### src/core/sps_pkg.sv
// Shared constants for the supply set-point and fault command registers.
// Assumes a single system clock; addresses are the raw 7-bit command codes.
package sps_pkg;

    // ==================================================================
    // Command addresses (bit 7 is filled with odd parity on the wire)
    localparam logic [7:0] SPS_ADDR_CVO = 8'h0E;
    localparam logic [7:0] SPS_ADDR_CV = 8'h10;
    localparam logic [7:0] SPS_ADDR_OVA = 8'h12;
    localparam logic [7:0] SPS_ADDR_UVA = 8'h14;
    localparam logic [7:0] SPS_ADDR_CDC = 8'h16;
    localparam logic [7:0] SPS_ADDR_CC = 8'h18;
    localparam logic [7:0] SPS_ADDR_VKP = 8'h1A;
    localparam logic [7:0] SPS_ADDR_OVR = 8'h1C;
    localparam logic [7:0] SPS_ADDR_UVR = 8'h1E;
    localparam logic [7:0] SPS_ADDR_SENSE_SHORT_CONFIG = 8'h22;
    localparam logic [7:0] SPS_ADDR_UVT = 8'h24;

    // ==================================================================
    // Reset values
    localparam logic SPS_RST_CVO = 1'h0;
    localparam logic [11:0] SPS_RST_CV = 12'h1F4;
    localparam logic [7:0] SPS_RST_OVA = 8'h3E;
    localparam logic [7:0] SPS_RST_UVA = 8'h24;
    localparam logic [3:0] SPS_RST_CDC = 4'h0;
    localparam logic [7:0] SPS_RST_CC = 8'h80;
    localparam logic [7:0] SPS_RST_VKP = 8'hF0;
    localparam logic [1:0] SPS_RST_OVR = 2'h2;
    localparam logic [1:0] SPS_RST_UVR = 2'h0;
    localparam logic [3:0] SPS_RST_SENSE_SHORT_CONFIG = 4'h0;
    localparam logic [1:0] SPS_RST_UVT = 2'h3;

    // ==================================================================
    // Accepted ranges
    localparam logic [11:0] SPS_CV_MIN = 12'h12C;
    localparam logic [11:0] SPS_CV_MAX = 12'h960;
    localparam logic [11:0] SPS_OVA_MIN = 12'h03E;
    localparam logic [11:0] SPS_OVA_MAX = 12'h0FA;
    localparam logic [11:0] SPS_UVA_MIN = 12'h01E;
    localparam logic [11:0] SPS_UVA_MAX = 12'h0F0;
    localparam logic [11:0] SPS_CDC_MIN = 12'h000;
    localparam logic [11:0] SPS_CDC_MAX = 12'h00C;
    localparam logic [11:0] SPS_CC_MIN = 12'h019;
    localparam logic [11:0] SPS_CC_MAX = 12'h080;
    localparam logic [11:0] SPS_VKP_MIN = 12'h035;
    localparam logic [11:0] SPS_VKP_MAX = 12'h0F0;

    // ==================================================================
    // Field positions and decoded figures
    localparam int SPS_HI_PAR = 15;
    localparam int SPS_LO_PAR = 7;
    localparam logic [1:0] SPS_CODE_BAD = 2'h3;
    localparam logic [6:0] SPS_FREQ_C0 = 7'h32; // 50 kHz
    localparam logic [6:0] SPS_FREQ_C1 = 7'h1E; // 30 kHz
    localparam logic [6:0] SPS_FREQ_C2 = 7'h28; // 40 kHz
    localparam logic [6:0] SPS_FREQ_C3 = 7'h3C; // 60 kHz
    localparam logic [6:0] SPS_UVT_BASE_MS = 7'h08;

    typedef enum {
        sps_act_none,
        sps_act_latch,
        sps_act_restart
    } sps_action_t;

    // Address as it appears with bit 7 completing odd parity
    function automatic logic [7:0] sps_cmd_addr(input logic [7:0] a);
        return {~^a[6:0], a[6:0]};
    endfunction

endpackage

### src/core/sps_wr_if.sv
// Carries a command write from the register core to its parity checker.
// Assumes both ends run on the same clock; the check is combinational.
`timescale 1ns/100ps

interface sps_wr_if;
    logic [7:0] addr;
    logic [15:0] data;
    logic word;
    logic addr_ok;
    logic data_ok;

    // Register core drives the write, checker answers
    modport core (output addr, output data, output word,
                  input addr_ok, input data_ok);
    modport check (input addr, input data, input word,
                   output addr_ok, output data_ok);
endinterface

### src/core/sps_parity_check.sv
// Odd-parity checks for command address and word data bytes.
// Assumes the master fills all parity bits before the write reaches us.
`timescale 1ns/100ps

module sps_parity_check (
    sps_wr_if.check wr // Write under check
);
    import sps_pkg::*;

    // ==================================================================
    // Address parity: only the parity-completed form is accepted
    assign wr.addr_ok = ^wr.addr;

    // ==================================================================
    // Each data byte must hold an odd count of ones; byte writes pass
    assign wr.data_ok = !wr.word ||
        ((^wr.data[15:8]) && (^wr.data[7:0]));
endmodule // sps_parity_check

### src/core/sps_cmd_regs.sv
// Supply set-point and fault response command registers.
// Assumes a front end that delivers one-cycle write strobes on clock_in.
//
// Overview of operation
// - The output voltage set-point holds 300 to 2400 in bits 12:8 and 6:0, reset 500.
// - Overvoltage threshold takes 62 to 250 (reset 62), undervoltage 30 to 240 (reset 36).
// - Cable drop compensation takes 0 to 12 in bits 3:0, reset zero.
// - The current limit takes codes 25 to 128, reset 128.
// - The power knee voltage takes 53 to 240, reset 240.
// - Overvoltage response bits 1:0: 00 none, 01 latch-off, 10 restart, reset 0x02.
// - Undervoltage response bits 1:0: 00 restart, 01 latch-off, 10 none, reset 0.
// - Sense-pin short response bits 1:0: 00 none, 01 latch-off, 10 restart, reset 0.
// - Sense-pin short bits 3:2 pick 50, 30, 40 or 60 kHz detection.
// - Undervoltage timer bits 1:0 pick 8, 16, 32 or 64 ms, reset 64 ms.
// - Bit 0 of the voltage-only register disables current regulation.
// - Addresses carry odd parity in bit 7 and only that form is taken.
`timescale 1ns/100ps

module sps_cmd_regs (
    input wire logic clock_in, // System clock, 20 MHz
    input wire logic rst_n_in, // Asynchronous reset, active low
    input wire logic wr_strobe_in, // One-cycle write request
    input wire logic wr_word_in, // Request carries a 16-bit word
    input wire logic [7:0] wr_addr_in, // Parity-completed address
    input wire logic [15:0] wr_data_in, // Write data, low byte in 7:0
    output logic wr_done_out, // Write applied, one cycle
    output logic wr_error_out, // Write discarded, one cycle
    input wire logic [7:0] rd_addr_in, // Parity-completed read address
    output logic [15:0] rd_data_out, // Registered read data
    output logic rd_hit_out, // Read address is mapped
    output logic voltage_only_select_out, // Current regulation disabled
    output logic [11:0] output_voltage_setpoint_out, // 10 mV steps
    output logic [7:0] overvoltage_threshold_out, // 100 mV steps
    output logic [7:0] undervoltage_threshold_out, // 100 mV steps
    output logic [3:0] cable_drop_comp_out, // 50 mV steps
    output logic [7:0] current_limit_setpoint_out, // 0.25 mV/Rs steps
    output logic [7:0] power_knee_voltage_out, // 100 mV steps
    output sps_pkg::sps_action_t ov_action_out, // Overvoltage action
    output sps_pkg::sps_action_t uv_action_out, // Undervoltage action
    output sps_pkg::sps_action_t short_action_out, // Sense short action
    output logic [6:0] short_freq_khz_out, // Detection threshold, kHz
    output logic [6:0] uv_timer_ms_out // Undervoltage timer, ms
);
    import sps_pkg::*;

    // ==================================================================
    // Helpers

    // Saturate a written value into its accepted range
    function automatic logic [11:0] clamp(input logic [11:0] v,
                                          input logic [11:0] lo,
                                          input logic [11:0] hi);
        if (v < lo) begin
            return lo;
        end else if (v > hi) begin
            return hi;
        end
        return v;
    endfunction

    // Map a response code; the undervoltage field swaps none and restart
    function automatic sps_action_t decode_resp(input logic [1:0] c,
                                                input logic uv_map);
        case (c)
            2'h0: return uv_map ? sps_act_restart : sps_act_none;
            2'h1: return sps_act_latch;
            2'h2: return uv_map ? sps_act_none : sps_act_restart;
            default: return sps_act_none;
        endcase
    endfunction

    // Build a parity-completed word from a value of up to 12 bits
    function automatic logic [15:0] pack_word(input logic [11:0] v);
        logic [6:0] hi;
        logic [6:0] lo;
        hi = {2'h0, v[11:7]};
        lo = v[6:0];
        return {~^hi, hi, ~^lo, lo};
    endfunction

    // ==================================================================
    // Parity checker hookup
    sps_wr_if wr_chk ();

    assign wr_chk.addr = wr_addr_in;
    assign wr_chk.data = wr_data_in;
    assign wr_chk.word = wr_word_in;

    sps_parity_check u_check (
        .wr (wr_chk.check)
    );

    // ==================================================================
    // Register state
    logic cv_only_select;
    logic [11:0] cv;
    logic [7:0] overvoltage_threshold;
    logic [7:0] undervoltage_threshold;
    logic [3:0] cdc;
    logic [7:0] cc;
    logic [7:0] power_knee_voltage;
    logic [1:0] ovr;
    logic [1:0] uvr;
    logic [3:0] sense_short_config;
    logic [1:0] uvt;
    logic done;
    logic error;
    logic [15:0] rd_data;
    logic rd_hit;
    logic next_cvo;
    logic [11:0] next_cv;
    logic [7:0] next_ova;
    logic [7:0] next_uva;
    logic [3:0] next_cdc;
    logic [7:0] next_cc;
    logic [7:0] next_vkp;
    logic [1:0] next_ovr;
    logic [1:0] next_uvr;
    logic [3:0] next_sense_short_config;
    logic [1:0] next_uvt;
    logic next_done;
    logic next_error;
    logic [15:0] next_rd_data;
    logic next_rd_hit;
    logic [11:0] wval;
    logic take;

    // ==================================================================
    // Write decode; each strobe is handled at once, so spacing is the
    // master's duty and back-to-back strobes are simply both applied
    always_comb begin
        next_cvo = cv_only_select;
        next_cv = cv;
        next_ova = overvoltage_threshold;
        next_uva = undervoltage_threshold;
        next_cdc = cdc;
        next_cc = cc;
        next_vkp = power_knee_voltage;
        next_ovr = ovr;
        next_uvr = uvr;
        next_sense_short_config = sense_short_config;
        next_uvt = uvt;
        next_done = 1'b0;
        next_error = 1'b0;
        wval = {wr_data_in[12:8], wr_data_in[6:0]};
        take = wr_strobe_in && wr_chk.addr_ok;
        if (wr_strobe_in && !take) begin
            next_error = 1'b1;
        end
        if (take) begin
            next_done = 1'b1;
            case (wr_addr_in)
                sps_cmd_addr(SPS_ADDR_CVO): begin
                    if (wr_word_in) begin
                        next_error = 1'b1;
                    end else begin
                        next_cvo = wr_data_in[0];
                    end
                end
                sps_cmd_addr(SPS_ADDR_CV),
                sps_cmd_addr(SPS_ADDR_OVA),
                sps_cmd_addr(SPS_ADDR_UVA),
                sps_cmd_addr(SPS_ADDR_CC),
                sps_cmd_addr(SPS_ADDR_VKP): begin
                    // Bad parity or a byte access leaves the word as it was
                    if (!wr_word_in || !wr_chk.data_ok) begin
                        next_error = 1'b1;
                    end else if (wr_addr_in == sps_cmd_addr(SPS_ADDR_CV)) begin
                        next_cv = clamp(wval, SPS_CV_MIN,
                                        SPS_CV_MAX);
                    end else if (wr_addr_in == sps_cmd_addr(SPS_ADDR_OVA)) begin
                        next_ova = 8'(clamp(wval, SPS_OVA_MIN,
                                            SPS_OVA_MAX));
                    end else if (wr_addr_in == sps_cmd_addr(SPS_ADDR_UVA)) begin
                        next_uva = 8'(clamp(wval, SPS_UVA_MIN,
                                            SPS_UVA_MAX));
                    end else if (wr_addr_in == sps_cmd_addr(SPS_ADDR_CC)) begin
                        next_cc = 8'(clamp(wval, SPS_CC_MIN,
                                           SPS_CC_MAX));
                    end else begin
                        next_vkp = 8'(clamp(wval, SPS_VKP_MIN,
                                            SPS_VKP_MAX));
                    end
                end
                sps_cmd_addr(SPS_ADDR_CDC): begin
                    // No parity on this word; only the low nibble counts
                    if (wr_word_in) begin
                        next_cdc = 4'(clamp({8'h00, wr_data_in[3:0]},
                            SPS_CDC_MIN, SPS_CDC_MAX));
                    end else begin
                        next_error = 1'b1;
                    end
                end
                sps_cmd_addr(SPS_ADDR_OVR),
                sps_cmd_addr(SPS_ADDR_UVR): begin
                    // Code 11 has no meaning, so the field keeps its value
                    if (wr_word_in || wr_data_in[1:0] == SPS_CODE_BAD) begin
                        next_error = 1'b1;
                    end else if (wr_addr_in == sps_cmd_addr(SPS_ADDR_OVR)) begin
                        next_ovr = wr_data_in[1:0];
                    end else begin
                        next_uvr = wr_data_in[1:0];
                    end
                end
                sps_cmd_addr(SPS_ADDR_SENSE_SHORT_CONFIG): begin
                    if (wr_word_in || wr_data_in[1:0] == SPS_CODE_BAD) begin
                        next_error = 1'b1;
                    end else begin
                        next_sense_short_config = wr_data_in[3:0];
                    end
                end
                sps_cmd_addr(SPS_ADDR_UVT): begin
                    if (wr_word_in) begin
                        next_error = 1'b1;
                    end else begin
                        next_uvt = wr_data_in[1:0];
                    end
                end
                default: begin
                    next_error = 1'b1;
                end
            endcase
            if (next_error) begin
                next_done = 1'b0;
            end
        end
    end

    // ==================================================================
    // Read-back, parity bits rebuilt so the master can check them
    always_comb begin
        next_rd_hit = ^rd_addr_in;
        next_rd_data = 16'h0000;
        case (rd_addr_in)
            sps_cmd_addr(SPS_ADDR_CVO): next_rd_data = {15'h0000, cv_only_select};
            sps_cmd_addr(SPS_ADDR_CV): next_rd_data = pack_word(cv);
            sps_cmd_addr(SPS_ADDR_OVA): next_rd_data = pack_word({4'h0, overvoltage_threshold});
            sps_cmd_addr(SPS_ADDR_UVA): next_rd_data = pack_word({4'h0, undervoltage_threshold});
            sps_cmd_addr(SPS_ADDR_CDC): next_rd_data = {12'h000, cdc};
            sps_cmd_addr(SPS_ADDR_CC): next_rd_data = pack_word({4'h0, cc});
            sps_cmd_addr(SPS_ADDR_VKP): next_rd_data = pack_word({4'h0, power_knee_voltage});
            sps_cmd_addr(SPS_ADDR_OVR): next_rd_data = {14'h0000, ovr};
            sps_cmd_addr(SPS_ADDR_UVR): next_rd_data = {14'h0000, uvr};
            sps_cmd_addr(SPS_ADDR_SENSE_SHORT_CONFIG): next_rd_data = {12'h000, sense_short_config};
            sps_cmd_addr(SPS_ADDR_UVT): next_rd_data = {14'h0000, uvt};
            default: next_rd_hit = 1'b0;
        endcase
    end

    // ==================================================================
    // Register update
    always_ff @(posedge clock_in or negedge rst_n_in) begin
        if (!rst_n_in) begin
            cv_only_select <= SPS_RST_CVO;
            cv <= SPS_RST_CV;
            overvoltage_threshold <= SPS_RST_OVA;
            undervoltage_threshold <= SPS_RST_UVA;
            cdc <= SPS_RST_CDC;
            cc <= SPS_RST_CC;
            power_knee_voltage <= SPS_RST_VKP;
            ovr <= SPS_RST_OVR;
            uvr <= SPS_RST_UVR;
            sense_short_config <= SPS_RST_SENSE_SHORT_CONFIG;
            uvt <= SPS_RST_UVT;
            done <= 1'b0;
            error <= 1'b0;
            rd_data <= 16'h0000;
            rd_hit <= 1'b0;
        end else begin
            cv_only_select <= next_cvo;
            cv <= next_cv;
            overvoltage_threshold <= next_ova;
            undervoltage_threshold <= next_uva;
            cdc <= next_cdc;
            cc <= next_cc;
            power_knee_voltage <= next_vkp;
            ovr <= next_ovr;
            uvr <= next_uvr;
            sense_short_config <= next_sense_short_config;
            uvt <= next_uvt;
            done <= next_done;
            error <= next_error;
            rd_data <= next_rd_data;
            rd_hit <= next_rd_hit;
        end
    end

    // ==================================================================
    // Outputs; decodes are cheap, so they follow the stored codes
    assign wr_done_out = done;
    assign wr_error_out = error;
    assign rd_data_out = rd_data;
    assign rd_hit_out = rd_hit;
    assign voltage_only_select_out = cv_only_select;
    assign output_voltage_setpoint_out = cv;
    assign overvoltage_threshold_out = overvoltage_threshold;
    assign undervoltage_threshold_out = undervoltage_threshold;
    assign cable_drop_comp_out = cdc;
    assign current_limit_setpoint_out = cc;
    assign power_knee_voltage_out = power_knee_voltage;
    assign ov_action_out = decode_resp(ovr, 1'b0);
    assign uv_action_out = decode_resp(uvr, 1'b1);
    assign short_action_out = decode_resp(sense_short_config[1:0], 1'b0);
    assign uv_timer_ms_out = SPS_UVT_BASE_MS << uvt;

    // Detection threshold lookup
    always_comb begin
        case (sense_short_config[3:2])
            2'h0: short_freq_khz_out = SPS_FREQ_C0;
            2'h1: short_freq_khz_out = SPS_FREQ_C1;
            2'h2: short_freq_khz_out = SPS_FREQ_C2;
            default: short_freq_khz_out = SPS_FREQ_C3;
        endcase
    end
endmodule // sps_cmd_regs

### config.mk
export PLATFORM = sky130hd
export DESIGN_NAME = sps_cmd_regs
export DESIGN_NICKNAME = d
export VERILOG_FILES = /design/src/core/sps_pkg.sv /design/src/core/sps_wr_if.sv /design/src/core/sps_parity_check.sv /design/src/core/sps_cmd_regs.sv
export SDC_FILE = /design/constraint.sdc
export NUM_CORES = 1
export LEC_CHECK = 0
export ABC_AREA = 1
export CAP_MARGIN = 20
export CORE_ASPECT_RATIO = 0.6
export CORE_UTILIZATION = 40
export DETAILED_ROUTE_END_ITERATION = 8
export DONT_BUFFER_PORTS = 1
export PLACE_DENSITY = 0.51
export REMOVE_ABC_BUFFERS = 1
export SLEW_MARGIN = 5
export SYNTH_ARGS = -nofsm -noshare
export SYNTH_HDL_FRONTEND = slang
export SYNTH_SLANG_ARGS = --single-unit
### constraint.sdc
create_clock -name clock_in -period 3.1 [get_ports clock_in]
set_input_delay 0.93 -clock clock_in [delete_from_list [all_inputs] [get_ports clock_in]]
set_output_delay 0.93 -clock clock_in [all_outputs]
set_load 0.01 [all_outputs]
# After elaboration in Yosys (flattened, before gate mapping)
# Cells that the tools add are included.
# Widths: inputs -> output; s select.
word_totals:
  reg_bits: 78
  in_bits: 36
  out_inout_bits: 178
  wordCells: 179
classes:
  n_lt_le_gt_ge: 10
  n_eq_ne: 30
  shifts: 1
  mux: 74
  bitwise: 8
  n_reduce_logical: 41
ops:
  columns: ["cell", "count"]
  rows:
  - ["$pmux 16 s11", 1]
  - ["$eq 8x8->1 const B", 12]
  - ["$mux 8", 11]
  - ["$reduce_xnor 7->1", 10]
  - ["$eq 8x5->1 const B", 8]
  - ["$mux 1", 52]
  - ["$gt 12x8->1 const B", 3]
  - ["$mux 12", 3]
  - ["$reduce_xor 8->1", 4]
  - ["$lt 12x5->1 const B", 2]
  - ["$lt 12x6->1 const B", 2]
  - ["$pmux 6 s3", 1]
  - ["$eq 8x4->1 const B", 2]
  - ["$reduce_and 7->1", 2]
  - ["$gt 12x12->1 const B", 1]
  - ["$lt 12x9->1 const B", 1]
  - ["$pmux 2 s2", 3]
  - ["$reduce_and 3->1", 4]
  - ["$reduce_and 4->1", 3]
  - ["$reduce_or 11->1", 1]
  - ["$eq 2x1->1 const B", 4]
  - ["$eq 2x2->1 const B", 4]
  - ["$mux 4", 2]
  - ["$not 1->1", 8]
  - ["other kinds (12)", 20]

# Logic depth before layout (Yosys ltp)
# Gate-level depths: netlist of the first run.
logic_depth:
  depth_word: 11
  mapped_depth: 15
  mapped_depth_nobuf: 15

# Cells and area by module
# A second synthesis of the first run with hierarchy kept.
unflattened:
  cells_unflattened: 793
  hier_area_um2: 5768.0
by_module_without_submodules:
  columns: ["module", "instances", "cells_per_inst", "area_each_um2", "seq_area_each_um2"]
  rows:
  - ["sps_cmd_regs", 1, 686, 5316.3, 1928.1]
  - ["sps_parity_check", 1, 107, 451.7, 0.0]

# Worst setup path before layout of the first run
# No wires, ideal clock.
synth_path:
  path_kind: "input to register"
  startpoint: "in wr_data_in[1]"
  endpoint: "reg overvoltage_threshold[7], in the netlist overvoltage_threshold_out[7]"
  setup_time_ns: 0.121
  arrival_ns: 2.573
  t_required_ns: 2.979
  path_slack_ns: 0.406
  path_stages: 12
  path_buffers: 2
  cell_sequence: "clkbuf_1 inv_1 ha_1 xor2_1 nand3_1 nand2_1 nand3_4 nor2_8 nand2_4 buf_6 nand2_1 o21ai_2"
synth_via:
  elab_chain_len: 9
synth_lines:
  columns: ["element", "line", "rtl"]
  rows:
  - ["start, declared", "sps_cmd_regs.sv:25", "input wire logic [15:0] wr_data_in,"]
  - ["$gt 12x8->1", "sps_cmd_regs.sv:55", "end else if (v > hi) begin"]
  - ["$mux 1", "sps_cmd_regs.sv:55", null]
  - ["$mux 1", "sps_cmd_regs.sv:53", "if (v < lo) begin"]
  - ["$mux 1", "sps_cmd_regs.sv:171", "end else if (wr_addr_in == sps_cmd_addr(SPS_ADDR_OVA)) begin"]
  - ["$mux 1", "sps_cmd_regs.sv:168", "end else if (wr_addr_in == sps_cmd_addr(SPS_ADDR_CV)) begin"]
  - ["$mux 1", "sps_cmd_regs.sv:166", "if (!wr_word_in || !wr_chk.data_ok) begin"]
  - ["$mux 1", "sps_cmd_regs.sv:152", "case (wr_addr_in)"]
  - ["$mux 1", "sps_cmd_regs.sv:150", "if (take) begin"]
  - ["$mux 8", "sps_cmd_regs.sv:58", "return v;"]
  - ["end signal, assigned", "sps_cmd_regs.sv:272", "overvoltage_threshold <= next_ova;"]
  - ["end, declared", "sps_cmd_regs.sv:97", "logic [7:0] overvoltage_threshold;"]
# Several ways; a longest one is shown, not always the timed one. The select of a mux whose other input is x is not followed.
# A chain may end at the register's enable or synchronous reset.

# Worst setup path in the final report of the first run
layout_path:
  startpoint: "in wr_addr_in[0]"
  endpoint: "reg cv[9], in the netlist output_voltage_setpoint_out[9]"
layout_via:
  elab_chain_len: 3
layout_lines:
  columns: ["element", "line", "rtl"]
  rows:
  - ["start, declared", "sps_cmd_regs.sv:24", "input wire logic [7:0] wr_addr_in,"]
  - ["$eq 8x5->1, or another cell as far along", "sps_cmd_regs.sv:152, sps_cmd_regs.sv:168", null]
  - ["$reduce_or 5->1 or $logic_and 1x1->1 (tied branches)", "sps_cmd_regs.sv:152, sps_cmd_regs.sv:146", null]
  - ["$reduce_and 4->1 (no source line) *", null, null]
  - ["end signal, assigned", "sps_cmd_regs.sv:271", "cv <= next_cv;"]
  - ["end, declared", "sps_cmd_regs.sv:96", "logic [11:0] cv;"]
# Mark *: on every way between the ends. The rest lies on a longest branch, timed or not.

==> results.md, run 1 <==
* Status: finished, final reports clean
* Compound-gate portion of the synthesized area at a little over a tenth
* Chip width at 159 um
* Peak supply drop at between 0.0002 and 0.00025 V
* Placement Cell Area at around 6000 um^2
* Worst Setup Start Kind: input pin
* GPL Wtd Cong at between 0.9 and 1
* Post-synth top area cell: dfrtp_1
* Period utilization at approximately 84%
* MaxCap Viol Count at 0
* Final Hold Fails at 0
* Fill cell count at around 1500
* Post-synthesis adder-cell area fraction at approximately 7%
* Quantity of hold-fixing buffers added after cts at 0
* Mapped Avg Cell Area at between 7 and 8 um^2
* Most frequent cells in the layout: nand2_1, inv_1, conb_1, dfrtp_1, nor2_1
* Critical-path cell list: inv_1 -> ha_1 -> xnor2_1 -> xor2_1 -> nand2_1 -> nor2_8 -> nand2_2 -> nand2_1 -> o21ai_1
* CTS Root Cell: clkbuf_16
* Area taken by multi-input logic gates at between 3000 and 4000 um^2
* Number of global-route vias before repair at 4491
* CTS tree: built
* Final setup vio count at 0
* PwrDens at around 390 nW/um^2
* HP Class: in -> async
* Post-synthesis mux area share at 0%
* Arrival time at the worst endpoint at around 2800 ps
* Initial Util at about two fifths
* Cts bufs inserted at 9
* # nets final at 870
* Sw Pwr at a little over 0.7 mW
* Vias post-DR at between 4000 and 5000
* Number of detailed-route iterations in the first pass at 5
* Post-Route WL at approximately 17000 um
* Crit-path slowest cell: nor2_8
* Dominant combinational cell family by area after synthesis: simple AND/OR/NAND/NOR gates
* Register area at 1930 um^2
* PostCTS Resize Cnt at 0
* CP required at ~3300 ps
* CP Capture Type: register
* Post-route cell area at roughly 6100 um^2
* Largest net degree at the start of global routing at 77
* Synth cell types at 36
* Global route overflow at 0
* Pre-CTS WS at roughly 150 ps
* Slew Limit Fails at 0
* Global Route Usage Sum at around 23%
* Die height at a little under 100 um
* First-pass GRT wire length at roughly 26000 um
* Via density per instance at 4.82
* Clk pin slew, worst setup/hold paths at ~60 ps
* Crit path launch: wr_addr_in[0]
* Worst skew pair latency at about 350 ps
* Switching Share at around 30%
* CP max stage delay at ~340 ps
* Hold slack at between 200 and 300 ps
* Crit path time final at 2610 ps
* Worst path most repeated cell: nand2_1
* Yosys warning count at 0
* N_diodes at 0
* FF-to-FF Start: overvoltage_threshold_out[3]
* Clk sinks at 76
* Post-detail-place hpwl at around 14000 um
* Die area at 15300 um^2
* Setup Buffers After CTS at 0
* Standard-cell row count at 34
* Simple-Gate Fraction of Synth Area at a little under a quarter
* Final setup TNS at 0 ps
* Share of layout cells above drive strength 1 at 9.68%
* Final worst slack at a little under 500 ps
* DRT antenna net count at 0
* Post-synthesis sequential area ratio at ~33%
* Synth Cell Area at slightly below 6000 um^2
* RSZ-0062 raised after global routing: no
* Largest cells by area after synthesis: dfrtp_1, buf_4, nand2_1
* H-tree levels at 3
* P_leak at approximately 3.2 nW
* Area fraction of the dominant cell type after synthesis at 23.3%
* Initial antenna violation count at 0
* Yosys reg bits at 76
* Commonest non-fill, non-tap cell in the layout: nand2_1
* Reg power frac at 43.5%
* Core Util, Final at between 40% and 50%
* Worst Path Max Fanout at 21
* Clock share of power at ~44%
* Core Box Area at 14500 um^2
* Cells after Synth at ~790
* Comb power frac at between 10 and 15%
* Initial DRC count at ~490
* CTS Buffer Depth at 2
* Crit path kind: in -> reg
* Buffers on Ports at 0
* Ports at 214
* WL/cell at roughly 17 um
* Area growth, synth to finish at 3.47%
* Clock Skews at a little over 9 ps
* Internal power at around 1.7 mW
* Drt drc at 0
* Peak Freq at approximately 380 MHz
* XOR/XNOR Fraction of Synth Area at between 5 and 6%
## path summary, 6_finish.rpt
kind | end | slack [ps] | cells after the start
worst max-delay path | output_voltage_setpoint_out[9] | 490 | 9
worst min-delay path | wr_done_out | 280 | 0
worst max register to register | rd_data_out[7] | 1430 | 7
worst min register to register | ovr[1] | 510 | 2
max in group asynchronous | output_voltage_setpoint_out[6] | 2590 | 0
min in group clock_in | ovr[1] | 510 | 2
## cell families (layout without fill, tap and decap cells)
kind of cell	after synthesis	after routing
adders and majority gates	33	33
xor gates and xnor gates	39	39
AOI/OAI and AO/OA	104	104
and+or+nand+nor	317	317
DFF	76	76
other	1	97
buffers and inverters	216	140
## critical path, delay by kind of cell
family	cells	cell delay, ps
xor+xnor	2	450
fa+ha+maj	1	300
buf+inv	1	40
compound gates	1	70
simple gates	4	1030
## power by group through the flow
stage	logic [mW]	registers (mW)	clock network (mW)
floorplan	0.233	1.04	0
global placement	0.283	1.04	0
detailed placement	0.285	1.04	0
CTS	0.287	1.03	1.07
global route	0.335	1.03	1.10
finish	0.291	1.03	1.04
## registers in the layout, indices dropped and copies added, names as in the netlist
| signal | cells |
|---|---|
| wr_done_out | 1 |
| current_limit_setpoint_out | 8 |
| overvoltage_threshold_out | 8 |
| uvr | 2 |
| voltage_only_select_out | 1 |
| wr_error_out | 1 |
| rd_hit_out | 1 |
| cable_drop_comp_out | 4 |
| output_voltage_setpoint_out | 12 |
| rd_data_out | 14 |
| ovr | 2 |
| power_knee_voltage_out | 8 |
| undervoltage_threshold_out | 8 |
| sense_short_config | 4 |
| uvt | 2 |
## layer usage
layer	up-vias	routed length [um]	track usage, %
li1	2332	-	-
met1	2279	8400	33.7
met5	-	0	0
met3	8	1840	7.97
met4	0	84	3.85
met2	223	6710	32.1
## synthesized netlist by cell type (all sizes together)
cell type	n
clkinv	1
ha	33
xor2	13
dfstp	21
a221oi	7
nand3b	5
conb	1
clkbuf	4
xnor2	26
nand4	12
nand3	46
o211ai	1
o22ai	6
a211oi	2
or2	1
nor3	13
nor2	49
nor4	4
nand2	187
o31ai	2
inv	109
a21oi	18
dfrtp	55
o21ai	64
buf	102
a21boi	4
## final cells by class
cell class	count	area share, %
Clock buffer	9	3.68
Clock inverter	7	1.08
Inverter	110	6.74
Multi-Input combinational cell	590	51.3
Sequential cell	76	31.5
Tap cell	198	4.04
Timing Repair Buffer	14	1.72
## per-stage QoR
step	power, mW	instances
final	2.36	1004
after global routing	2.47	1004
after CTS	2.38	1004
after detailed placement	1.33	988
after global placement	1.33	988
after floorplan	1.27	776
Note: power is estimated with default switching activity, not from simulation.
==> run 2, diff against run 1 <==
--- a/config.mk
+++ b/config.mk
@@ -11,7 +11,7 @@
 export CORE_UTILIZATION = 40
 export DETAILED_ROUTE_END_ITERATION = 8
 export DONT_BUFFER_PORTS = 1
-export PLACE_DENSITY = 0.51
+export PLACE_DENSITY = 0.53
 export REMOVE_ABC_BUFFERS = 1
 export SLEW_MARGIN = 5
 export SYNTH_ARGS = -nofsm -noshare
==> constraint.sdc (replaced) <==
create_clock -name clock_in -period 2.4 [get_ports clock_in]
set_input_delay 0.72 -clock clock_in [delete_from_list [all_inputs] [get_ports clock_in]]
set_output_delay 0.72 -clock clock_in [all_outputs]
set_load 0.01 [all_outputs]
==> run 2 against run 1 <==
  * Global-route usage about the same
  * Via count grew 3.7%
  * Critical path depth increased by 1
  * Highest routed layer unchanged
  * Clock skew barely moved
  * Register-to-register slack lost 680 ps
  * Combinational power grew 41%
==> results.md, run 2 (synthesized netlist as in run 1, its figures left out) <==
* Period utilization at roughly nine tenths
* CTS Root Cell: clkbuf_16
* Crit path launch: wr_addr_in[0]
* N_diodes at 0 (unchanged)
* PwrDens at 502 nW/um^2 (+30%)
* Layout Cells excl Fill at 1021 (+1.7%)
* Crit path kind: in -> reg
* P_leak at 3.31 nW (+3.1%)
* Initial Util at 40.9% (unchanged)
* Vias post-DR at 5022 (+3.7%)
* Final Hold Fails at 0 (unchanged)
* Worst path most repeated cell: nand2_1
* Area taken by multi-input logic gates at 3140 um^2 (unchanged)
* Global Route Usage Sum at 22.9% (-0.043 points)
* Slew Limit Fails at 0 (unchanged)
* Clk sinks at 76 (unchanged)
* CP Capture Type: register
* Largest net degree at the start of global routing at 77 (unchanged)
* Die area at 15300 um^2 (unchanged)
* Cts bufs inserted at 9 (unchanged)
* MaxCap Viol Count at 0 (unchanged)
* Status: finished, final reports clean
* PostCTS Resize Cnt at 0 (unchanged)
* Clock Skews at 9.44 ps (+0.201 ps)
* Buffers & Inverters on Critical Path at 2 (+1)
* Clk pin slew, worst setup/hold paths at 60 ps (about the same)
* Register area at 1930 um^2 (unchanged)
* Ports at 214 (unchanged)
* Worst Setup Start Kind: input pin
* Pwr Total at 3.16 mW (+34%)
* CTS Buffer Depth at 2 (unchanged)
* Number of global-route vias before repair at 4569 (+1.7%)
* Top cell family by delay on the critical path: simple AND/OR/NAND/NOR gates
* Peak Freq at around 460 MHz
* Core Util, Final at 43.5% (+1.1 points)
* Number of detailed-route iterations in the first pass at 5 (unchanged)
* Area growth, synth to finish at 6.17%
* WL/cell at 16.8 um (-1.3%)
* First-pass GRT wire length at 26200 um (-0.34%)
* FF-to-FF Start: output_voltage_setpoint_out[5]
* Critical-path cell list: inv_1 -> ha_1 -> xnor2_1 -> xor2_1 -> nand2_1 -> nor2_8 -> buf_12 -> nand2_4 -> nand2_1 -> o21ai_2
* Worst Path Max Fanout at 16 (-24%)
* H-tree levels at 3 (unchanged)
* CTS tree: built
* Share of layout cells above drive strength 1 at 11.5% (+1.9 points)
* CP max stage delay at 300 ps (-40 ps)
* Crit path time final at 2180 ps
* DRT antenna net count at 0 (unchanged)
* # nets final at 887 (+2.0%)
* Setup Buffers After CTS at 0 (unchanged)
* Commonest non-fill, non-tap cell in the layout: nand2_1
* Worst skew pair latency at 340 ps (about the same)
* Buffers on Ports at 0 (unchanged)
* Placed insts at 1005 (+1.7%)
* Fill cell count at 1541 (+0.33%)
* Die height at 96.2 um (unchanged)
* Arrival time at the worst endpoint at 2410 ps (-420 ps)
* Peak supply drop at 0.000271 V (+18%)
* Chip width at 159 um (unchanged)
* Post-Route WL at 17100 um (+0.41%)
* Drt drc at 0 (unchanged)
* Final setup vio count at 0 (unchanged)
* Crit-path slowest cell: ha_1
* Post-detail-place hpwl at 13800 um (+1.8%)
* Initial DRC count at 435 (-11%)
* Number of flip-flops in the largest register at 14 (unchanged)
* HP Class: in -> async
* Standard-cell row count at 34 (unchanged)
* Global route overflow at 0 (unchanged)
* RSZ-0062 raised after global routing: no
* Initial antenna violation count at 0 (unchanged)
* Quantity of hold-fixing buffers added after cts at 0 (unchanged)
* Most frequent cells in the layout: nand2_1, inv_1, conb_1, dfrtp_1, nor2_1
* CP required at 2620 ps (-700 ps)
* Via density per instance at 4.92 (+2.0%)
* GPL Wtd Cong at 0.941 (-0.20%)
* Core Box Area at 14500 um^2 (unchanged)
[run 2: cell types whose count changed in the layout (fill, tap and decap cells not counted), sizes merged]
cell and delta:
buf +17, bufinv +1, clkbuf +1, clkinv +2, clkinvlp -1, inv -3
[run 2: path summary, 6_finish.rpt]
kind / to / slack (ps) / cells past startpoint
max in group asynchronous: output_voltage_setpoint_out[7] / 2090 / 0
min in group clock_in: output_voltage_setpoint_out[7] / 490 / 2
worst min register to register: output_voltage_setpoint_out[6] / 520 / 2
worst min-delay path: wr_done_out / 60 / 0
worst max register to register: rd_data_out[7] / 750 / 7
worst max-delay path: overvoltage_threshold_out[6] / 220 / 10
[run 2: stage by stage]
step                area (um^2)  TNS [ps]  hold slack (ps)  setup slack, ps
global route               6280         0             53.0             76.8
detailed placement         5970     -2160              426            -78.4
CTS                        6280         0             58.7              270
finish                     6280         0             63.2              218
global placement           5970      -217              427            -23.6
floorplan                  5480      -221              424            -36.9
[run 2: layout make-up]
cell class | count | area share, %
clock buffers | 10 | 3.80
flip-flops and latches | 76 | 30.7
inverters | 110 | 6.57
well taps | 198 | 3.94
clock inverters | 6 | 1.15
multi-input cells | 590 | 50.0
repair buffers | 31 | 3.90
[run 2: metal layers]
| metal | vias to the layer above | track usage, % | share of wire (%) |
|---|---|---|---|
| met1 | 2390 | 33.9 | 50 |
| met5 | - | 0 | 0 |
| met3 | 18 | 7.45 | 11 |
| met4 | 0 | 5.37 | 1.1 |
| li1 | 2375 | - | - |
| met2 | 239 | 31.5 | 38 |
[run 2: power breakdown]
part | switching [mW] | leakage (nW) | internal [mW]
combinational | 0.275 | 2.24 | 0.136
sequential | 0.0255 | 0.916 | 1.30
clock | 0.577 | 0.149 | 0.843
total | 0.877 | 3.31 | 2.28
==> run 3, diff against run 2 <==
--- a/config.mk
+++ b/config.mk
@@ -11,8 +11,9 @@
 export CORE_UTILIZATION = 40
 export DETAILED_ROUTE_END_ITERATION = 8
 export DONT_BUFFER_PORTS = 1
-export PLACE_DENSITY = 0.53
+export PLACE_DENSITY = 0.51
 export REMOVE_ABC_BUFFERS = 1
+export SETUP_SLACK_MARGIN = 0.5
 export SLEW_MARGIN = 5
 export SYNTH_ARGS = -nofsm -noshare
 export SYNTH_HDL_FRONTEND = slang
==> constraint.sdc (replaced) <==
create_clock -name clock_in -period 2.06 [get_ports clock_in]
set_input_delay 0.618 -clock clock_in [delete_from_list [all_inputs] [get_ports clock_in]]
set_output_delay 0.618 -clock clock_in [all_outputs]
set_load 0.01 [all_outputs]
==> run 3 against run 2 <==
  * Total power increased by 24%
  * Largest power group unchanged
  * Cell area increased by 24%
  * Clock-buffer cell count unchanged
  * Sequential power increased by 17%
  * The flow now finishes with violations (negative hold slack)
  * Core utilization increased by 11 points
  * Highest routed layer unchanged
  * Via count increased by 6.1%
  * Largest cell class unchanged
  * Register-to-register slack got worse by 260 ps
  * Cell count increased by 5.9%
==> results.md, run 3 (synthesized netlist as in run 1, its figures left out) <==
* Internal power at 2.78 mW (+22%)
* Buffers & Inverters on Critical Path at 2 (unchanged)
* Core Box Area at 14500 um^2 (unchanged)
* Initial Util at 40.9% (unchanged)
* Drt drc at 0 (unchanged)
* Slew Limit Fails at 0 (unchanged)
* Initial DRC count at 461 (+6.0%)
* Global Route Usage Sum at 25.0% (+2.1 points)
* P_leak at 3.76 nW (+13%)
* MaxCap Viol Count at 0 (unchanged)
* CP max stage delay at 250 ps (-50 ps)
* Worst skew pair latency at 340 ps (about the same)
* Number of global-route vias before repair at 5037 (+10%)
* Chip width at 159 um (unchanged)
* Fill cell count at 1335 (-13%)
* Placement Cell Area at 6220 um^2 (+4.2%)
* Period utilization at between 80% and 90%
* Post-detail-place hpwl at 14000 um (+1.3%)
* Largest net degree at the start of global routing at 77 (unchanged)
* Crit path time final at ~1900 ps
* Status: complete, but fails checks
* PwrDens at 501 nW/um^2 (-0.24%)
* Crit path kind: in -> reg
* Cts bufs inserted at 9 (unchanged)
* Hold slack at -34.7 ps (-97.9 ps)
* Peak Freq at 541 MHz
* Final setup TNS at 0 ps (unchanged)
* Clock share of power at 42.7% (-2.3 points)
* Ports at 214 (unchanged)
* Switching Share at 29.0% (+1.3 points)
* Worst-Margin Slew at ~490 ps
* GPL Wtd Cong at 0.940 (about the same)
* Worst Setup Start Kind: input pin
* Reg power frac at 39.6% (-2.4 points)
* # nets final at 947 (+6.8%)
* Share of layout cells above drive strength 1 at 36.1% (+25 points)
* Post-Route WL at 19000 um (+11%)
* Pwr Total at 3.92 mW (+24%)
* Global route overflow at 0 (unchanged)
* Failing checks: negative hold slack
* Crit-path slowest cell: ha_4
* Buffers on Ports at 0 (unchanged)
* Worst Path Max Fanout at 8 (-8)
* Sw Pwr at 1.14 mW (+30%)
* CTS Root Cell: clkbuf_16
* CP Capture Type: register
* Area growth, synth to finish at 32.0%
* Die height at 96.2 um (unchanged)
* Peak supply drop at 0.000335 V (+24%)
* Comb power frac at 17.8% (+4.8 points)
* Initial antenna violation count at 0 (unchanged)
* Worst rel slew slack at between 60 and 70%
* Die area at 15300 um^2 (unchanged)
* Standard-cell row count at 34 (unchanged)
* H-tree levels at 3 (unchanged)
* Number of detailed-route iterations in the first pass at 6 (+1)
* N_diodes at 0 (unchanged)
* Clock Skews at 4.46 ps (-4.97 ps)
* Clk pin slew, worst setup/hold paths at 60 ps (about the same)
* HP Class: in -> async
* CTS Buffer Depth at 2 (unchanged)
* Critical-path cell list: inv_6 -> ha_4 -> xnor2_4 -> xor2_2 -> nand2_4 -> nor2_8 -> buf_12 -> nand2_8 -> nand2_4 -> o21ai_2
* RSZ-0062 raised after global routing: yes
* Post-route cell area at 7810 um^2 (+24%)
* Vias post-DR at 5329 (+6.1%)
* WL/cell at 17.6 um (+4.8%)
* CP required at 2290 ps (-330 ps)
* Arrival time at the worst endpoint at 2080 ps (-330 ps)
* Final setup vio count at 0 (unchanged)
* Core Util, Final at 54.0% (+11 points)
* Top cell family by delay on the critical path: simple AND/OR/NAND/NOR gates
* Commonest non-fill, non-tap cell in the layout: nand2_1
* CTS tree: built
* Number of flip-flops in the largest register at 14 (unchanged)
* DRT antenna net count at 0 (unchanged)
* Via density per instance at 4.93 (+0.22%)
* Most frequent cells in the layout: nand2_1, conb_1, inv_1, buf_4, dfrtp_1
* Worst path most repeated cell: nand2_4
* Final Hold Fails at 55 (+55)
* Clk sinks at 76 (unchanged)
* First-pass GRT wire length at 28600 um (+9.2%)
-- run 3: cell types whose count changed in the layout (fill, tap and decap cells not counted), sizes merged --
cell / change
nand2: +2
clkinvlp: +3
buf: +58
inv: +1
clkinv: -4
-- run 3: through the flow --
stage                     setup WS [ps]  std cells  hold WS (ps)
after global routing                187       1081         -54.4
after floorplan                    -275        776           322
final                               210       1081         -34.7
after global placement             -250       1035           325
after CTS                           285       1072         -41.7
after detailed placement           -314       1035           325
-- run 3: cell type report --
| type | count | area, um^2 | area share (%) |
|---|---|---|---|
| multi-input cells | 592 | 4060 | 51.9 |
| flip-flops and latches | 76 | 1930 | 24.8 |
| well taps | 198 | 248 | 3.17 |
| clock inverters | 6 | 70.1 | 0.897 |
| clock buffers | 10 | 239 | 3.06 |
| repair buffers | 89 | 798 | 10.2 |
| inverters | 110 | 464 | 5.94 |
-- run 3: final timing paths --
path / from / end / slack [ps] / cells after the start
worst max-delay path: wr_addr_in[3] / current_limit_setpoint_out[1] / 210 / 10
worst min-delay path: rst_n_in / wr_error_out / -30 / 0
worst max register to register: output_voltage_setpoint_out[5] / rd_data_out[7] / 490 / 8
worst min register to register: output_voltage_setpoint_out[4] / output_voltage_setpoint_out[4] / 530 / 2
max in group asynchronous: rst_n_in / output_voltage_setpoint_out[8] / 1870 / 0
min in group clock_in: wr_data_in[8] / output_voltage_setpoint_out[7] / 380 / 2
-- run 3: what timing repair did --
| action | in CTS | in global routing |
|---|---|---|
| setup buffers | 18 | 9 |
| pin swaps | 63 | 42 |
| hold endpoints to repair | 55 | 55 |
| gates resized for setup | 181 | 97 |
| cloned | 3 | 0 |
| endpoints found under the setup margin | 103 | 107 |
-- run 3: power by group through the flow --
stage / logic [mW] / clock network (mW) / registers, mW
floorplan: 0.350 / 0 / 1.56
global placement: 0.487 / 0 / 1.57
detailed placement: 0.490 / 0 / 1.57
CTS: 0.635 / 1.69 / 1.55
global route: 0.764 / 1.76 / 1.55
finish: 0.696 / 1.67 / 1.55
-- run 3: metal layers --
layer	vias up	track usage [%]	routed length [um]
met4	0	4.97	149
li1	2509	-	-
met5	-	0	0
met1	2593	35.4	8970
met3	16	7.80	1770
met2	211	37.3	8100
